File: config.mk
export PLATFORM = sky130hd
export DESIGN_NAME = pmsc_top
export DESIGN_NICKNAME = d
export VERILOG_FILES = /design/src/verilog/pmsc_pkg.sv /design/src/verilog/pmsc_lp_if.sv /design/src/verilog/pmsc_lp_qual.sv /design/src/verilog/pmsc_top.sv
export SDC_FILE = /design/constraint.sdc
export NUM_CORES = 1
export LEC_CHECK = 0
export BUFFER_PORTS_ARGS = -buffer_cell sky130_fd_sc_hd__buf_4
export CAP_MARGIN = 15
export CORE_ASPECT_RATIO = 1.2
export CORE_MARGIN = 4
export CORE_UTILIZATION = 35
export DETAILED_ROUTE_END_ITERATION = 6
export PLACE_DENSITY_LB_ADDON = 0.2
export SYNTH_ARGS = -nofsm -noshare
export SYNTH_HDL_FRONTEND = slang
export SYNTH_SLANG_ARGS = --single-unit
File: constraint.sdc
create_clock -name clk -period 5.95 [get_ports clk]
set_input_delay 0.2975 -clock clk [delete_from_list [all_inputs] [get_ports clk]]
set_output_delay 0.2975 -clock clk [all_outputs]
set_load 0.05 [all_outputs]
File: src/verilog/pmsc_pkg.sv
// Package of constants and types for the power-mode state control block
package pmsc_pkg;
    localparam logic [7:0] PMSC_ADDR_POWER_CONTROL = 8'h1B;
    localparam int PMSC_POL_INV_BIT = 6;
    localparam int PMSC_DLY_HI = 5;
    localparam int PMSC_DLY_LO = 4;
    localparam logic [7:0] PMSC_POWER_CONTROL_RESET = 8'h10;
    localparam logic [1:0] PMSC_DLY_NONE = 2'h0;
    localparam int PMSC_SYNC_STAGES = 3;
    localparam int PMSC_NUM_REG = 4;
    localparam int PMSC_SP_WIDTH = 7;
    localparam int PMSC_SP_GROUP_ONE_WIDTH = 6;
    localparam logic [7:0] PMSC_ADDR_SP_BASE = 8'h20;
    localparam logic [7:0] PMSC_ADDR_KEEP_ON = 8'h2F;
    localparam logic [7:0] PMSC_ADDR_ON_SP_BASE = 8'h30;
    localparam logic [7:0] PMSC_ADDR_STATE = 8'h3F;
    typedef enum logic [2:0] {
        PMSC_COIN,
        PMSC_OFF,
        PMSC_ON,
        PMSC_SLEEP,
        PMSC_STANDBY
    } pmsc_state_t;
endpackage

File: src/verilog/pmsc_lp_if.sv
// Interface between the state machine and the low-power request qualifier
`timescale 1ns/1ps
interface pmsc_lp_if;
    logic pin_level;
    logic polarity_invert;
    logic [1:0] entry_delay;
    logic enable;
    logic request;
    logic pin_asserted;
    modport ctrl (output pin_level, output polarity_invert, output entry_delay, output enable,
                  input request, input pin_asserted);
    modport qual (input pin_level, input polarity_invert, input entry_delay, input enable,
                  output request, output pin_asserted);
endinterface

File: src/verilog/pmsc_lp_qual.sv
// Low-power request qualifier: synchroniser, polarity and entry delay
`timescale 1ns/1ps
module pmsc_lp_qual (
    input wire logic clk,
    input wire logic rst_n,
    pmsc_lp_if.qual lp
);
    typedef struct packed {
        logic [pmsc_pkg::PMSC_SYNC_STAGES-1:0] sync;
        logic [1:0] count;
        logic request;
    } pmsc_qual_t;

    pmsc_qual_t q;
    pmsc_qual_t next_q;
    logic level;

    ////////////////////////////////////////////////////////////////
    // Three-stage synchroniser; only the last stage is decoded
    always_comb begin
        next_q = q;
        next_q.sync = {q.sync[pmsc_pkg::PMSC_SYNC_STAGES-2:0], lp.pin_level};
        level = q.sync[pmsc_pkg::PMSC_SYNC_STAGES-1] ^ lp.polarity_invert;
        if (!lp.enable || !level) begin
            // Deassertion or leaving ON drops the request at once
            next_q.request = 1'b0;
            next_q.count = 2'h0;
        end else if (!q.request) begin
            // Hold off entry for the programmed number of periods
            if (q.count >= lp.entry_delay) begin
                next_q.request = 1'b1;
            end else begin
                next_q.count = q.count + 2'h1;
            end
        end
    end

    always_ff @(posedge clk or negedge rst_n) begin
        if (!rst_n) begin
            q <= '0;
        end else begin
            q <= next_q;
        end
    end

    assign lp.request = q.request;
    // Decoded pin level for the Standby exit, valid whatever the enable
    assign lp.pin_asserted = q.sync[pmsc_pkg::PMSC_SYNC_STAGES-1] ^ lp.polarity_invert;
endmodule

File: src/verilog/pmsc_top.sv
// Power-mode state control: state machine, control register and outputs
`timescale 1ns/1ps
//
// Contract
// - Five states with defined entry and exit
// - Power-up only above rising undervoltage level
// - Reject host-bus access in Coin Cell
// - Interrupt only in Sleep, Standby, ON
// - Turn-on enters ON, reset released
// - Turn-off or thermal shutdown enters OFF
// - OFF: core supplies only, reset low
// - Standby follows qualified low-power request
// - Request is pin XOR polarity bit
// - Low-power pin ignored outside ON (Standby exits to ON on its deassertion)
// - Low-power settings copied from ON settings
// - Entry delay field selects 0..3 periods
// - Pin synchronised, three extra cycles
// - Sleep when button released, keep-on set
// - Sleep uses sleep set points until turn-on
// - Sleep: keep-on 0 off, 1 pulse mode
// - Interrupts keep working during Sleep
// - Coin Cell ignores turn-on, reset low
// - Coin Cell to OFF when supply rises
// - Depleted cell restores all defaults (ON set points are kept)
module pmsc_top #(
    parameter int NUM_REG = pmsc_pkg::PMSC_NUM_REG
) (
    input wire logic clk,
    input wire logic rst_n,
    input wire logic backup_cell_reset_n,
    input wire logic supply_above_uv,
    input wire logic turn_on_event,
    input wire logic turn_off_event,
    input wire logic thermal_shutdown,
    input wire logic power_button_in,
    input wire logic low_power_pin,
    input wire logic fault_event,
    input wire logic fault_mask,
    input wire logic host_wr,
    input wire logic host_rd,
    input wire logic [7:0] host_addr,
    input wire logic [7:0] host_wdata,
    output logic [7:0] host_rdata,
    output logic host_ack,
    output logic host_nack,
    output logic processor_reset_n,
    output logic fault_interrupt_n,
    output logic core_digital_supply,
    output logic backup_domain_supply,
    output logic regulators_on,
    output logic [2:0] power_state,
    output logic [NUM_REG-1:0] regulator_enable,
    output logic [NUM_REG-1:0] regulator_pulse_mode,
    output logic [NUM_REG*pmsc_pkg::PMSC_SP_WIDTH-1:0] regulator_setpoint
);
    localparam int SPW = pmsc_pkg::PMSC_SP_WIDTH;

    typedef struct packed {
        logic [1:0] sync_uv;
        logic [2:0] sync_on;
        logic [2:0] sync_off;
        logic [1:0] sync_th;
        logic [1:0] sync_btn;
        logic [1:0] sync_flt;
        logic [1:0] sync_bcr;
        logic [1:0] settle;
        pmsc_pkg::pmsc_state_t state;
        logic started;
        logic [7:0] power_control;
        logic [NUM_REG-1:0] keep_on;
        logic [NUM_REG*SPW-1:0] on_sp;
        logic [NUM_REG*SPW-1:0] sleep_sp;
        logic [NUM_REG*SPW-1:0] active_sp;
        logic [7:0] rdata;
        logic ack;
        logic nack;
        logic rst_out_n;
        logic irq_n;
        logic core_sup;
        logic bkp_sup;
        logic reg_on;
        logic [NUM_REG-1:0] reg_en;
        logic [NUM_REG-1:0] reg_pfm;
    } pmsc_core_t;

    pmsc_core_t s;
    pmsc_core_t next_s;
    pmsc_lp_if lp ();
    logic uv_ok;
    logic on_edge;
    logic off_edge;
    logic thermal;
    logic button;
    logic fault;
    logic any_keep;
    logic cell_ok;
    logic [7:0] sel;

    ////////////////////////////////////////////////////////////////
    // Low-power request qualifier, enabled only in ON
    pmsc_lp_qual u_qual (
        .clk(clk),
        .rst_n(rst_n),
        .lp(lp.qual)
    );

    assign lp.pin_level = low_power_pin;
    assign lp.polarity_invert = s.power_control[pmsc_pkg::PMSC_POL_INV_BIT];
    assign lp.entry_delay = s.power_control[pmsc_pkg::PMSC_DLY_HI:pmsc_pkg::PMSC_DLY_LO];
    assign lp.enable = (s.state == pmsc_pkg::PMSC_ON);

    ////////////////////////////////////////////////////////////////
    // Pin inputs pass two flops; the third stage is only for edge detection
    assign uv_ok = s.sync_uv[1];
    assign thermal = s.sync_th[1];
    assign button = s.sync_btn[1];
    assign fault = s.sync_flt[1] & ~fault_mask;
    assign on_edge = s.sync_on[1] & ~s.sync_on[2];
    assign off_edge = s.sync_off[1] & ~s.sync_off[2];
    assign any_keep = |s.keep_on;
    assign cell_ok = s.sync_bcr[1];

    ////////////////////////////////////////////////////////////////
    // Next-state logic for state machine, registers and outputs
    always_comb begin
        next_s = s;
        sel = 8'h00;
        // Shift every pin synchroniser by one stage
        next_s.sync_uv = {s.sync_uv[0], supply_above_uv};
        next_s.sync_on = {s.sync_on[1:0], turn_on_event};
        next_s.sync_off = {s.sync_off[1:0], turn_off_event};
        next_s.sync_th = {s.sync_th[0], thermal_shutdown};
        next_s.sync_btn = {s.sync_btn[0], power_button_in};
        next_s.sync_flt = {s.sync_flt[0], fault_event};
        next_s.sync_bcr = {s.sync_bcr[0], backup_cell_reset_n};
        next_s.settle = {s.settle[0], 1'b1};
        // Host answers are one-cycle pulses
        next_s.ack = 1'b0;
        next_s.nack = 1'b0;

        // Start state waits until the supply synchroniser holds a real sample,
        // otherwise its reset value would always pick Coin Cell first
        if (!s.started) begin
            if (s.settle[1]) begin
                next_s.started = 1'b1;
                if (uv_ok) begin
                    next_s.state = pmsc_pkg::PMSC_OFF;
                end else begin
                    next_s.state = pmsc_pkg::PMSC_COIN;
                end
                next_s.sleep_sp = s.on_sp;
            end
        end else begin
            unique case (s.state)
                pmsc_pkg::PMSC_COIN: begin
                    // Turn-on ignored here; only the supply moves us out
                    if (uv_ok) begin
                        next_s.state = pmsc_pkg::PMSC_OFF;
                    end
                end
                pmsc_pkg::PMSC_OFF: begin
                    if (!uv_ok) begin
                        next_s.state = pmsc_pkg::PMSC_COIN;
                    end else if (on_edge) begin
                        next_s.state = pmsc_pkg::PMSC_ON;
                    end
                end
                pmsc_pkg::PMSC_ON: begin
                    if (!uv_ok) begin
                        next_s.state = pmsc_pkg::PMSC_COIN;
                    end else if (thermal || off_edge) begin
                        next_s.state = pmsc_pkg::PMSC_OFF;
                    end else if (!button && any_keep) begin
                        next_s.state = pmsc_pkg::PMSC_SLEEP;
                    end else if (lp.request) begin
                        next_s.state = pmsc_pkg::PMSC_STANDBY;
                    end
                end
                pmsc_pkg::PMSC_STANDBY: begin
                    if (!uv_ok) begin
                        next_s.state = pmsc_pkg::PMSC_COIN;
                    end else if (thermal || off_edge) begin
                        next_s.state = pmsc_pkg::PMSC_OFF;
                    end else if (!button && any_keep) begin
                        next_s.state = pmsc_pkg::PMSC_SLEEP;
                    end else begin
                        // Qualifier is disabled outside ON, so exit on the synced, decoded pin
                        if (!lp.pin_asserted) begin
                            next_s.state = pmsc_pkg::PMSC_ON;
                        end
                    end
                end
                pmsc_pkg::PMSC_SLEEP: begin
                    if (!uv_ok) begin
                        next_s.state = pmsc_pkg::PMSC_COIN;
                    end else if (thermal || off_edge) begin
                        next_s.state = pmsc_pkg::PMSC_OFF;
                    end else if (button || on_edge) begin
                        // Button or a fresh turn-on wakes the device
                        next_s.state = pmsc_pkg::PMSC_ON;
                    end
                end
            endcase
        end

        // Depleted backup cell: power control, keep-on and sleep set points back to their defaults; ON set points kept
        if (!cell_ok) begin
            next_s.power_control = pmsc_pkg::PMSC_POWER_CONTROL_RESET;
            next_s.keep_on = '0;
            next_s.sleep_sp = s.on_sp;
        end

        // Host bus: refused outright in Coin Cell
        // and until the start state has been chosen
        if (host_wr || host_rd) begin
            if (s.state == pmsc_pkg::PMSC_COIN || !s.started) begin
                next_s.nack = 1'b1;
            end else begin
                next_s.ack = 1'b1;
                if (host_addr == pmsc_pkg::PMSC_ADDR_POWER_CONTROL) begin
                    sel = s.power_control;
                    if (host_wr) next_s.power_control = host_wdata;
                end else if (host_addr == pmsc_pkg::PMSC_ADDR_KEEP_ON) begin
                    sel = 8'(s.keep_on);
                    if (host_wr) next_s.keep_on = host_wdata[NUM_REG-1:0];
                end else if (host_addr == pmsc_pkg::PMSC_ADDR_STATE) begin
                    sel = 8'(s.state);
                end else begin
                    // Unmapped addresses read as zero and ignore writes
                    for (int i = 0; i < NUM_REG; i++) begin
                        if (host_addr == pmsc_pkg::PMSC_ADDR_SP_BASE + 8'(i)) begin
                            sel = 8'(s.sleep_sp[i*SPW +: SPW]);
                            if (host_wr) begin
                                next_s.sleep_sp[i*SPW +: SPW] = (i == 0) ?
                                    SPW'(host_wdata[pmsc_pkg::PMSC_SP_GROUP_ONE_WIDTH-1:0]) :
                                    host_wdata[SPW-1:0];
                            end
                        end
                        if (host_addr == pmsc_pkg::PMSC_ADDR_ON_SP_BASE + 8'(i)) begin
                            sel = 8'(s.on_sp[i*SPW +: SPW]);
                            if (host_wr) next_s.on_sp[i*SPW +: SPW] = host_wdata[SPW-1:0];
                        end
                    end
                end
                next_s.rdata = sel;
            end
        end

        // Outputs by state
        next_s.rst_out_n = (next_s.state == pmsc_pkg::PMSC_ON) ||
                           (next_s.state == pmsc_pkg::PMSC_STANDBY) ||
                           (next_s.state == pmsc_pkg::PMSC_SLEEP);
        next_s.irq_n = !(fault && (next_s.state == pmsc_pkg::PMSC_ON ||
                                   next_s.state == pmsc_pkg::PMSC_STANDBY ||
                                   next_s.state == pmsc_pkg::PMSC_SLEEP));
        next_s.core_sup = 1'b1;
        next_s.bkp_sup = 1'b1;
        next_s.reg_on = (next_s.state == pmsc_pkg::PMSC_ON) || (next_s.state == pmsc_pkg::PMSC_STANDBY) ||
                        (next_s.state == pmsc_pkg::PMSC_SLEEP);
        if (next_s.state == pmsc_pkg::PMSC_SLEEP) begin
            next_s.reg_en = s.keep_on;
            next_s.reg_pfm = s.keep_on;
            if (s.state != pmsc_pkg::PMSC_SLEEP) next_s.active_sp = s.sleep_sp;
        end else if (next_s.reg_on) begin
            next_s.reg_en = '1;
            next_s.reg_pfm = '0;
            next_s.active_sp = s.on_sp;
        end else begin
            next_s.reg_en = '0;
            next_s.reg_pfm = '0;
        end
    end

    ////////////////////////////////////////////////////////////////
    // State register; reset leaves the interrupt pin idle high
    always_ff @(posedge clk or negedge rst_n) begin
        if (!rst_n) begin
            s <= '0;
            s.state <= pmsc_pkg::PMSC_COIN;
            s.power_control <= pmsc_pkg::PMSC_POWER_CONTROL_RESET;
            s.irq_n <= 1'b1;
        end else begin
            s <= next_s;
        end
    end

    // Every output comes straight from its flop
    assign host_rdata = s.rdata;
    assign host_ack = s.ack;
    assign host_nack = s.nack;
    assign processor_reset_n = s.rst_out_n;
    assign fault_interrupt_n = s.irq_n;
    assign core_digital_supply = s.core_sup;
    assign backup_domain_supply = s.bkp_sup;
    assign regulators_on = s.reg_on;
    assign power_state = 3'(s.state);
    assign regulator_enable = s.reg_en;
    assign regulator_pulse_mode = s.reg_pfm;
    assign regulator_setpoint = s.active_sp;
endmodule
# --- After elaboration in Yosys (flattened, before gate mapping) ---
# Index checks and enable logic that the tools add are counted.
word_totals:
  latchBits: 0
  input_bits: 29
  ff_bits: 145
  n_memories: 0
  ram_bits: 0
  romBits: 0
classes:
  n_reduce_logical: 24
  div: 0
  eq_ne: 22
  add_sub_neg: 1
  n_bitwise: 11
  mux: 71
  n_mul: 0
  n_shift: 0
  magnitude_cmp: 1
ops:
  columns: ["op", "count"]
  rows:
  - ["$mux W28", 6]
  - ["$mux W68", 2]
  - ["$mux W7", 17]
  - ["$mux W56", 2]
  - ["$mux W8", 14]
  - ["$eq A8 B6 Y1 const B", 10]
  - ["$mux W60", 1]
  - ["$mux W3", 17]
  - ["$reduce_and A7 Y1", 4]
  - ["$pmux W3 S5", 1]
  - ["$eq A3 B2 Y1 const B", 4]
  - ["$mux W12", 1]
  - ["$mux W4", 3]
  - ["$eq A8 B5 Y1 const B", 1]
  - ["$logic_or A1 B1 Y1", 7]
  - ["$not A1 Y1", 7]
  - ["$eq A3 B3 Y1 const B", 2]
  - ["$reduce_and A2 Y1", 3]
  - ["$logic_not A1 Y1", 5]
  - ["$mux W1", 5]
  - ["$mux W2", 2]
  - ["$ne A2 B1 Y1 const B", 2]
  - ["$reduce_or A4 Y1", 1]
  - ["$and A1 B1 Y1", 3]
  - ["other kinds (9)", 10]

# --- Depth between registers and ports, before layout ---
# Gate-level depths: netlist of run 1.
logic_depth:
  word_depth: 13
  depth_mapped: 11
  ltp_nobuf: 8

# --- Cells and area by module ---
# From an unflattened synthesis of run 1, not the netlist that was laid out.
unflattened:
  cells_unflattened: 759
  area_unflattened_um2: 6990.5
modules_own_cells:
  columns: ["mod", "area_per_inst_um2", "cells_each", "n_inst"]
  rows:
  - ["pmsc_top", 6692.7, 737, 1]
  - ["pmsc_lp_qual", 297.8, 22, 1]

# --- Worst setup path before layout of run 1 ---
# Ideal clock, no wire load.
synth_path:
  path_type: "reg2reg"
  start: "register s[110] in the netlist's numbering"
  end: "register s, in the netlist regulator_setpoint[18]"
  arrival_ns: 2.254
  t_required_ns: 5.815
  setup_time_ns: 0.135
  setup_slack_ns: 3.560
  synth_period_minus_slack_ns: 2.390
  path_stages_with_launch: 9
  cell_sequence: "dfrtp_1 nor4_2 o211ai_1 o31a_1 a31oi_4 xnor2_1 a2bb2oi_2 buf_2 a221oi_2"
synth_lines:
  columns: ["element", "line", "text"]
  rows:
  - ["start, declared", "pmsc_top.sv:86", "pmsc_core_t s;"]
  - ["start signal, assigned", "pmsc_top.sv:283", "s <= next_s;"]

# --- Final worst setup path of run 1 ---
layout_path:
  start: "register s, in the netlist power_state[2]"
  end: "register s, in the netlist regulator_setpoint[14]"
layout_via:
  elab_chain_cells: 11
  elab_cells_between_ends: 32
  cone_classes: "eq/ne (9); mux (18); reduce/logical (5)"
layout_lines:
  columns: ["element", "line", "text"]
  rows:
  - ["$mux W3, on equally long branches", "pmsc_top.sv:188, pmsc_top.sv:175", null]
  - ["$mux W3, on equally long branches", "pmsc_top.sv:184, pmsc_top.sv:173", null]
  - ["$mux W3, on equally long branches", "pmsc_top.sv:182, pmsc_top.sv:171", null]
  - ["$mux W3, on equally long branches", "pmsc_top.sv:180, pmsc_top.sv:169", null]
  - ["$pmux W3 S5", "pmsc_top.sv:154", "unique case (s.state)"]
  - ["$mux W3", "pmsc_top.sv:143", "if (!s.started) begin"]
  - ["$eq A3 B2 Y1 / $eq A3 B3 Y1 (equally long branches)", "pmsc_top.sv:258", "next_s.reg_on = (next_s.state == pmsc_pkg::PMSC_ON) || (next_s.state == pmsc_pkg::PMSC_STANDBY) ||"]
  - ["$logic_or A1 B1 Y1 (2 in a row)", "pmsc_top.sv:258", null]
  - ["$reduce_bool A2 Y1 (no line)", null, null]
  - ["$reduce_and A2 Y1 (no line)", null, null]
# Several ways; a longest one is shown, not always the timed one.
# A chain may end at the register's enable or synchronous reset.

==> flow_metrics.env, run 1 <==
export IMPL_vias_per_cell=5.36
export IMPL_yosysUniqueCellTypes=61
export IMPL_synth_seq_cells=144
export IMPL_start_util_pct=35.9
export IMPL_fin_skew_ns=0.00976
export IMPL_violations="hold timing"
export IMPL_outcome="complete, but fails checks"
export IMPL_via_count=5506
export IMPL_cts_buffer_depth=2
export IMPL_setup_violations_final=0
export IMPL_finalSetupTns_ns=0
export IMPL_grt_use_total_pct=17.7
export IMPL_grt_pass1_wl_mm=31.3
export IMPL_max_freq_mhz=279
export IMPL_finalCriticalPeriod_ns=3.58
export IMPL_cp_max_fo=32
export IMPL_worstSetupEndpointType="flop"
export IMPL_slew_headroom_pct=28.3
export IMPL_cp_data_arrival_time_ns=3.85
export IMPL_grt_ovfl_total=0
export IMPL_synth_edff_count=0
export IMPL_r2r_start="power_state[2]"
export IMPL_hp_class="primary input to asynchronous set/reset pin"
export IMPL_rows=56
export IMPL_htree_levels=4
export IMPL_cap_viol_max_count=0
export IMPL_hpwl_mm=13.3
export IMPL_ant_nets=0
export IMPL_tightest_slew_ns=1.07
export IMPL_start_kind="flop"
export IMPL_ys_warn_count=0
export IMPL_die_w_um=138
export IMPL_reg2reg_to="regulator_setpoint[14]"
export IMPL_rrSetupSlack_ns=2.37
export IMPL_p_per_area_mw_per_mm2=367
export IMPL_cts_resized=0
export IMPL_cellLeakagePower_nw=3.74
export IMPL_grt_setup_unrepaired="false"
export IMPL_die_area_mm2=0.0226
export IMPL_synthCells=726
export IMPL_holdWs_ns=-0.0192
export IMPL_clock_latency_ns=0.42
export IMPL_cts_tree="done"
export IMPL_syn_cell_area_mm2=0.00710
export IMPL_grt_pass1_vias=5540
export IMPL_antenna_found_initial=0
export IMPL_yosys_most_used_dff="dfrtp_1"
export IMPL_post_route_util_pct=41.9
export IMPL_fin_crit_sh_pct=60.2
export IMPL_drive_gt1_share_pct=23.2
export IMPL_worst_r2r_cell_count=9
export IMPL_worstPathRequired_ns=6.22
export IMPL_wl_mm=19.8
export IMPL_ys_seq_area_share_pct=50.8
export IMPL_cts_made_buffers=17
export IMPL_fin_nets=785
export IMPL_place_congestion=0.839
export IMPL_wire_per_inst_um=19.2
export IMPL_die_y_um=164
export IMPL_ios=83
export IMPL_first_pass_iters=6
export IMPL_finalMaxSlewViolations=0
export IMPL_core_mm2=0.0198
export IMPL_crit_type="flop to flop"
export IMPL_drtIter0Drc=475
export IMPL_syn_avg_cell_area_um2=9.78
export IMPL_grt_max_degree=96
export IMPL_drc=0
export IMPL_io_buffers=82
export IMPL_vdd_drop_max_uv=200
export IMPL_fillers=1943
export IMPL_synth_nets=757
export IMPL_cts_root_buf="clkbuf_16"
export IMPL_async_flop_share_pct=100
export IMPL_hold_violations=17
export IMPL_antenna_cells=0
export IMPL_syn_to_final_growth_pct=16.6
export IMPL_path_clk_slew_ns=0.06
export IMPL_cts_sinks=144
[logic make-up (layout without fill, tap and decap cells)]
family | Yosys count | count (layout) | synth area share [%]
AND/OR/NAND/NOR | 228 | 228 | 15.9
multiplexers | 30 | 30 | 5.00
buffers and inverters | 152 | 193 | 11.1
AO/OA/AOI/OAI | 165 | 165 | 16.3
adder cells (fa/ha/maj) | 2 | 2 | 0.352
other | 1 | 1 | 0.0528
XOR/XNOR | 4 | 4 | 0.493
flip-flops | 144 | 144 | 50.8
[registers in the layout (all words and copies together) (netlist names), 2 cells and up]
name / flops
s: 72
host_rdata: 8
regulator_setpoint: 28
lp.entry_delay: 2
regulator_pulse_mode: 4
u_qual.next_q: 2
power_state: 3
next_s: 10
u_qual.q: 3
regulator_enable: 4
[placed cells by master, fill, tap and decap left out, types with 4 or more instances in the layout]
master         instances
nand3_1                9
inv_1                 65
and3_1                 4
o211ai_1               5
mux2_2                20
bufinv_16              4
nor2b_1                5
and2_1                 6
mux2i_1                4
a22oi_1               14
a221oi_1              22
a221oi_2              10
or2_2                  7
dfrtp_1              142
nor2_1                77
buf_4                 86
a21oi_1               66
nand2_1               54
mux2_4                 6
dlygate4sd3_1          8
clkbuf_16             17
nor4_2                 4
nor3_1                30
o21ai_0               24
nand2b_1              11
[cell type report]
cell class / instances / area, um^2 / area share, %
multi-input cells: 430 / 2730 / 32.9
clock inverters: 13 / 184 / 2.22
inverters: 66 / 248 / 2.99
clock buffers: 19 / 453 / 5.47
repair buffers: 95 / 737 / 8.90
flip-flops and latches: 144 / 3610 / 43.5
well taps: 261 / 327 / 3.94
[cells in the mapped netlist (all sizes together) (2+ instances only)]
cell type / n / area share, %
nand3: 9 / 0.63
and2: 6 / 0.53
inv: 66 / 3.5
or4: 2 / 0.21
dfrtp: 142 / 50
nor3b: 4 / 0.56
a211oi: 2 / 0.21
and3: 4 / 0.35
a31oi: 4 / 0.56
mux2: 26 / 4.4
or3: 4 / 0.42
nor2: 78 / 4.2
a32oi: 2 / 0.25
xor2: 2 / 0.25
nor4: 6 / 1.1
nor2b: 5 / 0.44
a221oi: 32 / 4.8
a222oi: 3 / 0.42
a22oi: 14 / 1.5
clkbuf: 19 / 1.0
or4b: 3 / 0.42
nand2b: 11 / 0.97
or2: 9 / 0.79
o211ai: 5 / 0.53
a21oi: 66 / 4.7
nand2: 54 / 2.9
xnor2: 2 / 0.25
ha: 2 / 0.35
o21ai: 25 / 1.8
o221ai: 3 / 0.37
buf: 67 / 6.6
nor3: 30 / 2.1
mux2i: 4 / 0.56
dfstp: 2 / 0.74
[worst max-delay path by stage]
stage | slack, ns | end | startpoint | depth (start not counted)
after global placement | 2.57 | regulator_setpoint[14] | power_state[2] | 9
after detailed placement | 2.44 | regulator_setpoint[14] | power_state[2] | 9
after CTS | 2.41 | regulator_setpoint[14] | power_state[2] | 9
final | 2.37 | regulator_setpoint[14] | power_state[2] | 9
after floorplan | 3.56 | regulator_setpoint[18] | s[110] | 8
after global routing | 2.15 | regulator_setpoint[13] | power_state[1] | 9
[worst max-delay path: stages, from the launching register on]
cell and delay, ns:
dfrtp_1 0.53, or3_1 0.46, nand2_1 0.09, a32oi_1 0.08, a41oi_2 0.22, buf_4 0.41
nor3b_2 0.39, and2_1 0.68, buf_4 0.41, a221oi_1 0.15
[where the power goes]
group / internal (mW) / switching, mW / total, mW / leakage [nW]
combinational: 0.222 / 0.504 / 0.727 / 1.55
clock: 0.725 / 0.421 / 1.15 / 0.306
sequential: 1.08 / 0.0794 / 1.16 / 1.88
total: 2.03 / 1.01 / 3.04 / 3.74
[metrics by stage]
stage	total power [mW]	cell area, um^2	instances	worst slack [ns]	hold slack, ns
finish	3.04	8280	1028	2.37	-0.0192
global route	3.16	8280	1028	2.15	0.0461
CTS	3.07	8280	1028	2.41	0.0143
detailed placement	1.91	7560	988	2.44	0.338
global placement	1.90	7560	988	2.57	0.336
floorplan	1.78	7100	726	3.56	0.00191
[metal layers]
metal | vias up | part of all wire (%) | GRT usage (%) | wire [um]
li1 | 2516 | - | - | -
met1 | 2743 | 41 | 22.2 | 8180
met2 | 215 | 50 | 29.1 | 9940
met3 | 32 | 6.0 | 4.60 | 1180
met4 | 0 | 2.4 | 7.32 | 475
met5 | - | 0 | 0 | 0
[what timing repair did]
item                                   CTS  global route
hold buffers                             8             0
endpoints found under the hold margin    8             0
buffers inserted                         0             0
No activity file was read; power rests on OpenSTA's default activity.
==> inputs of run 2 (changes only) <==
Clock period 5.95 ns to 3.7 ns, I/O delays scaled along.
==> run 2 against run 1 <==
Effect of this change: the flow now finishes without violations; sequential power is 60% higher; maximum frequency is 15% higher; combinational power is 62% higher; worst hold slack better by 0.066 ns; flip-flop and latch count stayed put; non-clock buffer count is 11 higher; core utilization is 0.23 points higher; critical path depth is 1 lower; count of clock-buffer cells in the layout is 2 higher; setup slack worse by 1.8 ns; via count is 1.0% lower; critical endpoint unchanged; largest cell class unchanged.
==> flow_metrics.env, run 2 (same netlist as run 1, synthesis figures left out) <==
export IMPL_outcome="complete, no violations"
export IMPL_min_delay_path_depth=3
export IMPL_grt_max_degree=103
export IMPL_drc=0
export IMPL_reg2reg_to="regulator_setpoint[14]"
export IMPL_r2r_start="power_state[1]"
export IMPL_vias_per_cell=5.25
export IMPL_worstSetupEndpointType="flop"
export IMPL_hp_class="primary input to flop"
export IMPL_wire_per_inst_um=19.0
export IMPL_finalMaxSlewViolations=0
export IMPL_clockPowerShare_pct=36.1
export IMPL_fin_skew_ns=0.00973
export IMPL_holdPathEnd="host_nack"
export IMPL_fin_nets=796
export IMPL_grt_use_total_pct=17.4
export IMPL_drive_gt1_share_pct=23.7
export IMPL_cts_tree="done"
export IMPL_antenna_found_initial=0
export IMPL_cts_sinks=144
export IMPL_finalCriticalPeriod_ns=3.11
export IMPL_largest_reg_flops=72
export IMPL_io_buffers=82
export IMPL_final_common_cell="dfrtp_1"
export IMPL_placed_area_mm2=0.00763
export IMPL_htree_levels=4
export IMPL_min_from="host_rd"
export IMPL_fillers=1943
export IMPL_cp_max_fo=16
export IMPL_grt_pass1_vias=5525
export IMPL_setup_violations_final=0
export IMPL_cts_root_buf="clkbuf_16"
export IMPL_cts_buffer_depth=2
export IMPL_cp_cell_sequence="inv_1, nor2_1, a32oi_1, a41oi_2, nor3b_2, and2_1, buf_4, a221oi_1"
export IMPL_seqPwrFrac_pct=39.1
export IMPL_cap_viol_max_count=0
export IMPL_cellLeakagePower_nw=3.77
export IMPL_crit_type="flop to flop"
export IMPL_ant_nets=0
export IMPL_die_area_mm2=0.0226
export IMPL_power_net_switching_mw=1.61
export IMPL_holdWs_ns=0.0465
export IMPL_finalSetupTns_ns=0
export IMPL_rows=56
export IMPL_hpwl_mm=13.4
export IMPL_path_clk_slew_ns=0.06
export IMPL_start_kind="flop"
export IMPL_first_pass_iters=5
export IMPL_hold_violations=0
export IMPL_start_util_pct=35.9
export IMPL_vdd_drop_max_uv=414
export IMPL_grt_pass1_wl_mm=30.9
export IMPL_mostFrequentLayoutCells="dfrtp_1 (142), buf_4 (93), nor2_1 (77), a21oi_1 (66), inv_1 (65)"
export IMPL_grt_setup_unrepaired="false"
export IMPL_power_mw=4.76
export IMPL_post_route_util_pct=42.1
export IMPL_cp_data_arrival_time_ns=3.40
export IMPL_hold_buffers=11
export IMPL_max_freq_mhz=322
export IMPL_die_y_um=164
export IMPL_top_register="s"
export IMPL_p_int_mw=3.14
export IMPL_timing_final_ws_setup_ns=0.594
export IMPL_rrSetupSlack_ns=0.59
export IMPL_place_congestion=0.877
export IMPL_worstPathRequired_ns=3.99
export IMPL_slowest_stage="and2_1"
export IMPL_slew_headroom_pct=37.5
export IMPL_worst_r2r_cell_count=8
export IMPL_cts_resized=0
export IMPL_antenna_cells=0
export IMPL_tightest_slew_ns=0.937
export IMPL_syn_to_final_growth_pct=17.3
export IMPL_swShare_pct=33.9
export IMPL_die_w_um=138
export IMPL_ios=83
export IMPL_p_per_area_mw_per_mm2=571
export IMPL_clock_latency_ns=0.42
export IMPL_core_mm2=0.0198
export IMPL_fin_crit_sh_pct=83.9
export IMPL_wl_mm=19.7
export IMPL_cts_made_buffers=17
export IMPL_pwr_share_comb_pct=24.8
export IMPL_pre_cts_ws_ns=0.653
export IMPL_instances_no_fill=1039
export IMPL_drtIter0Drc=478
export IMPL_grt_ovfl_total=0
export IMPL_dp_cells=996
export IMPL_stdcell_area_mm2=0.00833
export IMPL_cts_setup_buffers=0
export IMPL_via_count=5450
export IMPL_critPathMaxStageDelay_ns=0.61
## run 2: how the worst max path moves through the flow
stage                                   endpoint  slack (ns)           start  depth (start not counted)
after floorplan           regulator_setpoint[18]        1.31          s[110]                          8
after global placement    regulator_setpoint[14]        0.76  power_state[2]                          8
after detailed placement  regulator_setpoint[13]        0.65  power_state[1]                          8
after CTS                 regulator_setpoint[13]        0.62  power_state[1]                          8
after global routing      regulator_setpoint[13]        0.45  power_state[1]                          8
final                     regulator_setpoint[14]        0.59  power_state[1]                          8
## run 2: area by class of cell
cell class / count / area (um^2) / share of cell area [%]
flip-flops and latches: 144 / 3610 / 43.3
clock buffers: 21 / 460 / 5.53
multi-input cells: 430 / 2720 / 32.6
well taps: 261 / 327 / 3.92
repair buffers: 106 / 840 / 10.1
clock inverters: 11 / 131 / 1.58
inverters: 66 / 248 / 2.97
## run 2: power groups by stage
| stage | clock (mW) | sequential [mW] | combinational [mW] |
|---|---|---|---|
| 2_1_floorplan | 0 | 1.85 | 1.01 |
| 3_3_place_gp | 0 | 1.89 | 1.17 |
| 3_5_place_dp | 0 | 1.89 | 1.18 |
| 4_1_cts | 1.76 | 1.87 | 1.20 |
| 5_1_grt | 1.83 | 1.89 | 1.24 |
| 6_report | 1.72 | 1.86 | 1.18 |
## run 2: layer usage
layer  GRT usage (%)  up-vias  part of all wire [%]
met4            7.01        0                   2.4
met2            29.1      178                    49
li1                -     2537                     -
met1            21.9     2701                    44
met5               0        -                     0
met3            4.08       34                   4.6
## run 2: critical path: cells and delay by family (launching register included)
| family | cells | cell delay (ns) |
|---|---|---|
| and+or+nand+nor | 3 | 1.31 |
| AOI/OAI and AO/OA | 3 | 0.60 |
| buffers and inverters | 2 | 0.54 |
| DFF | 1 | 0.50 |
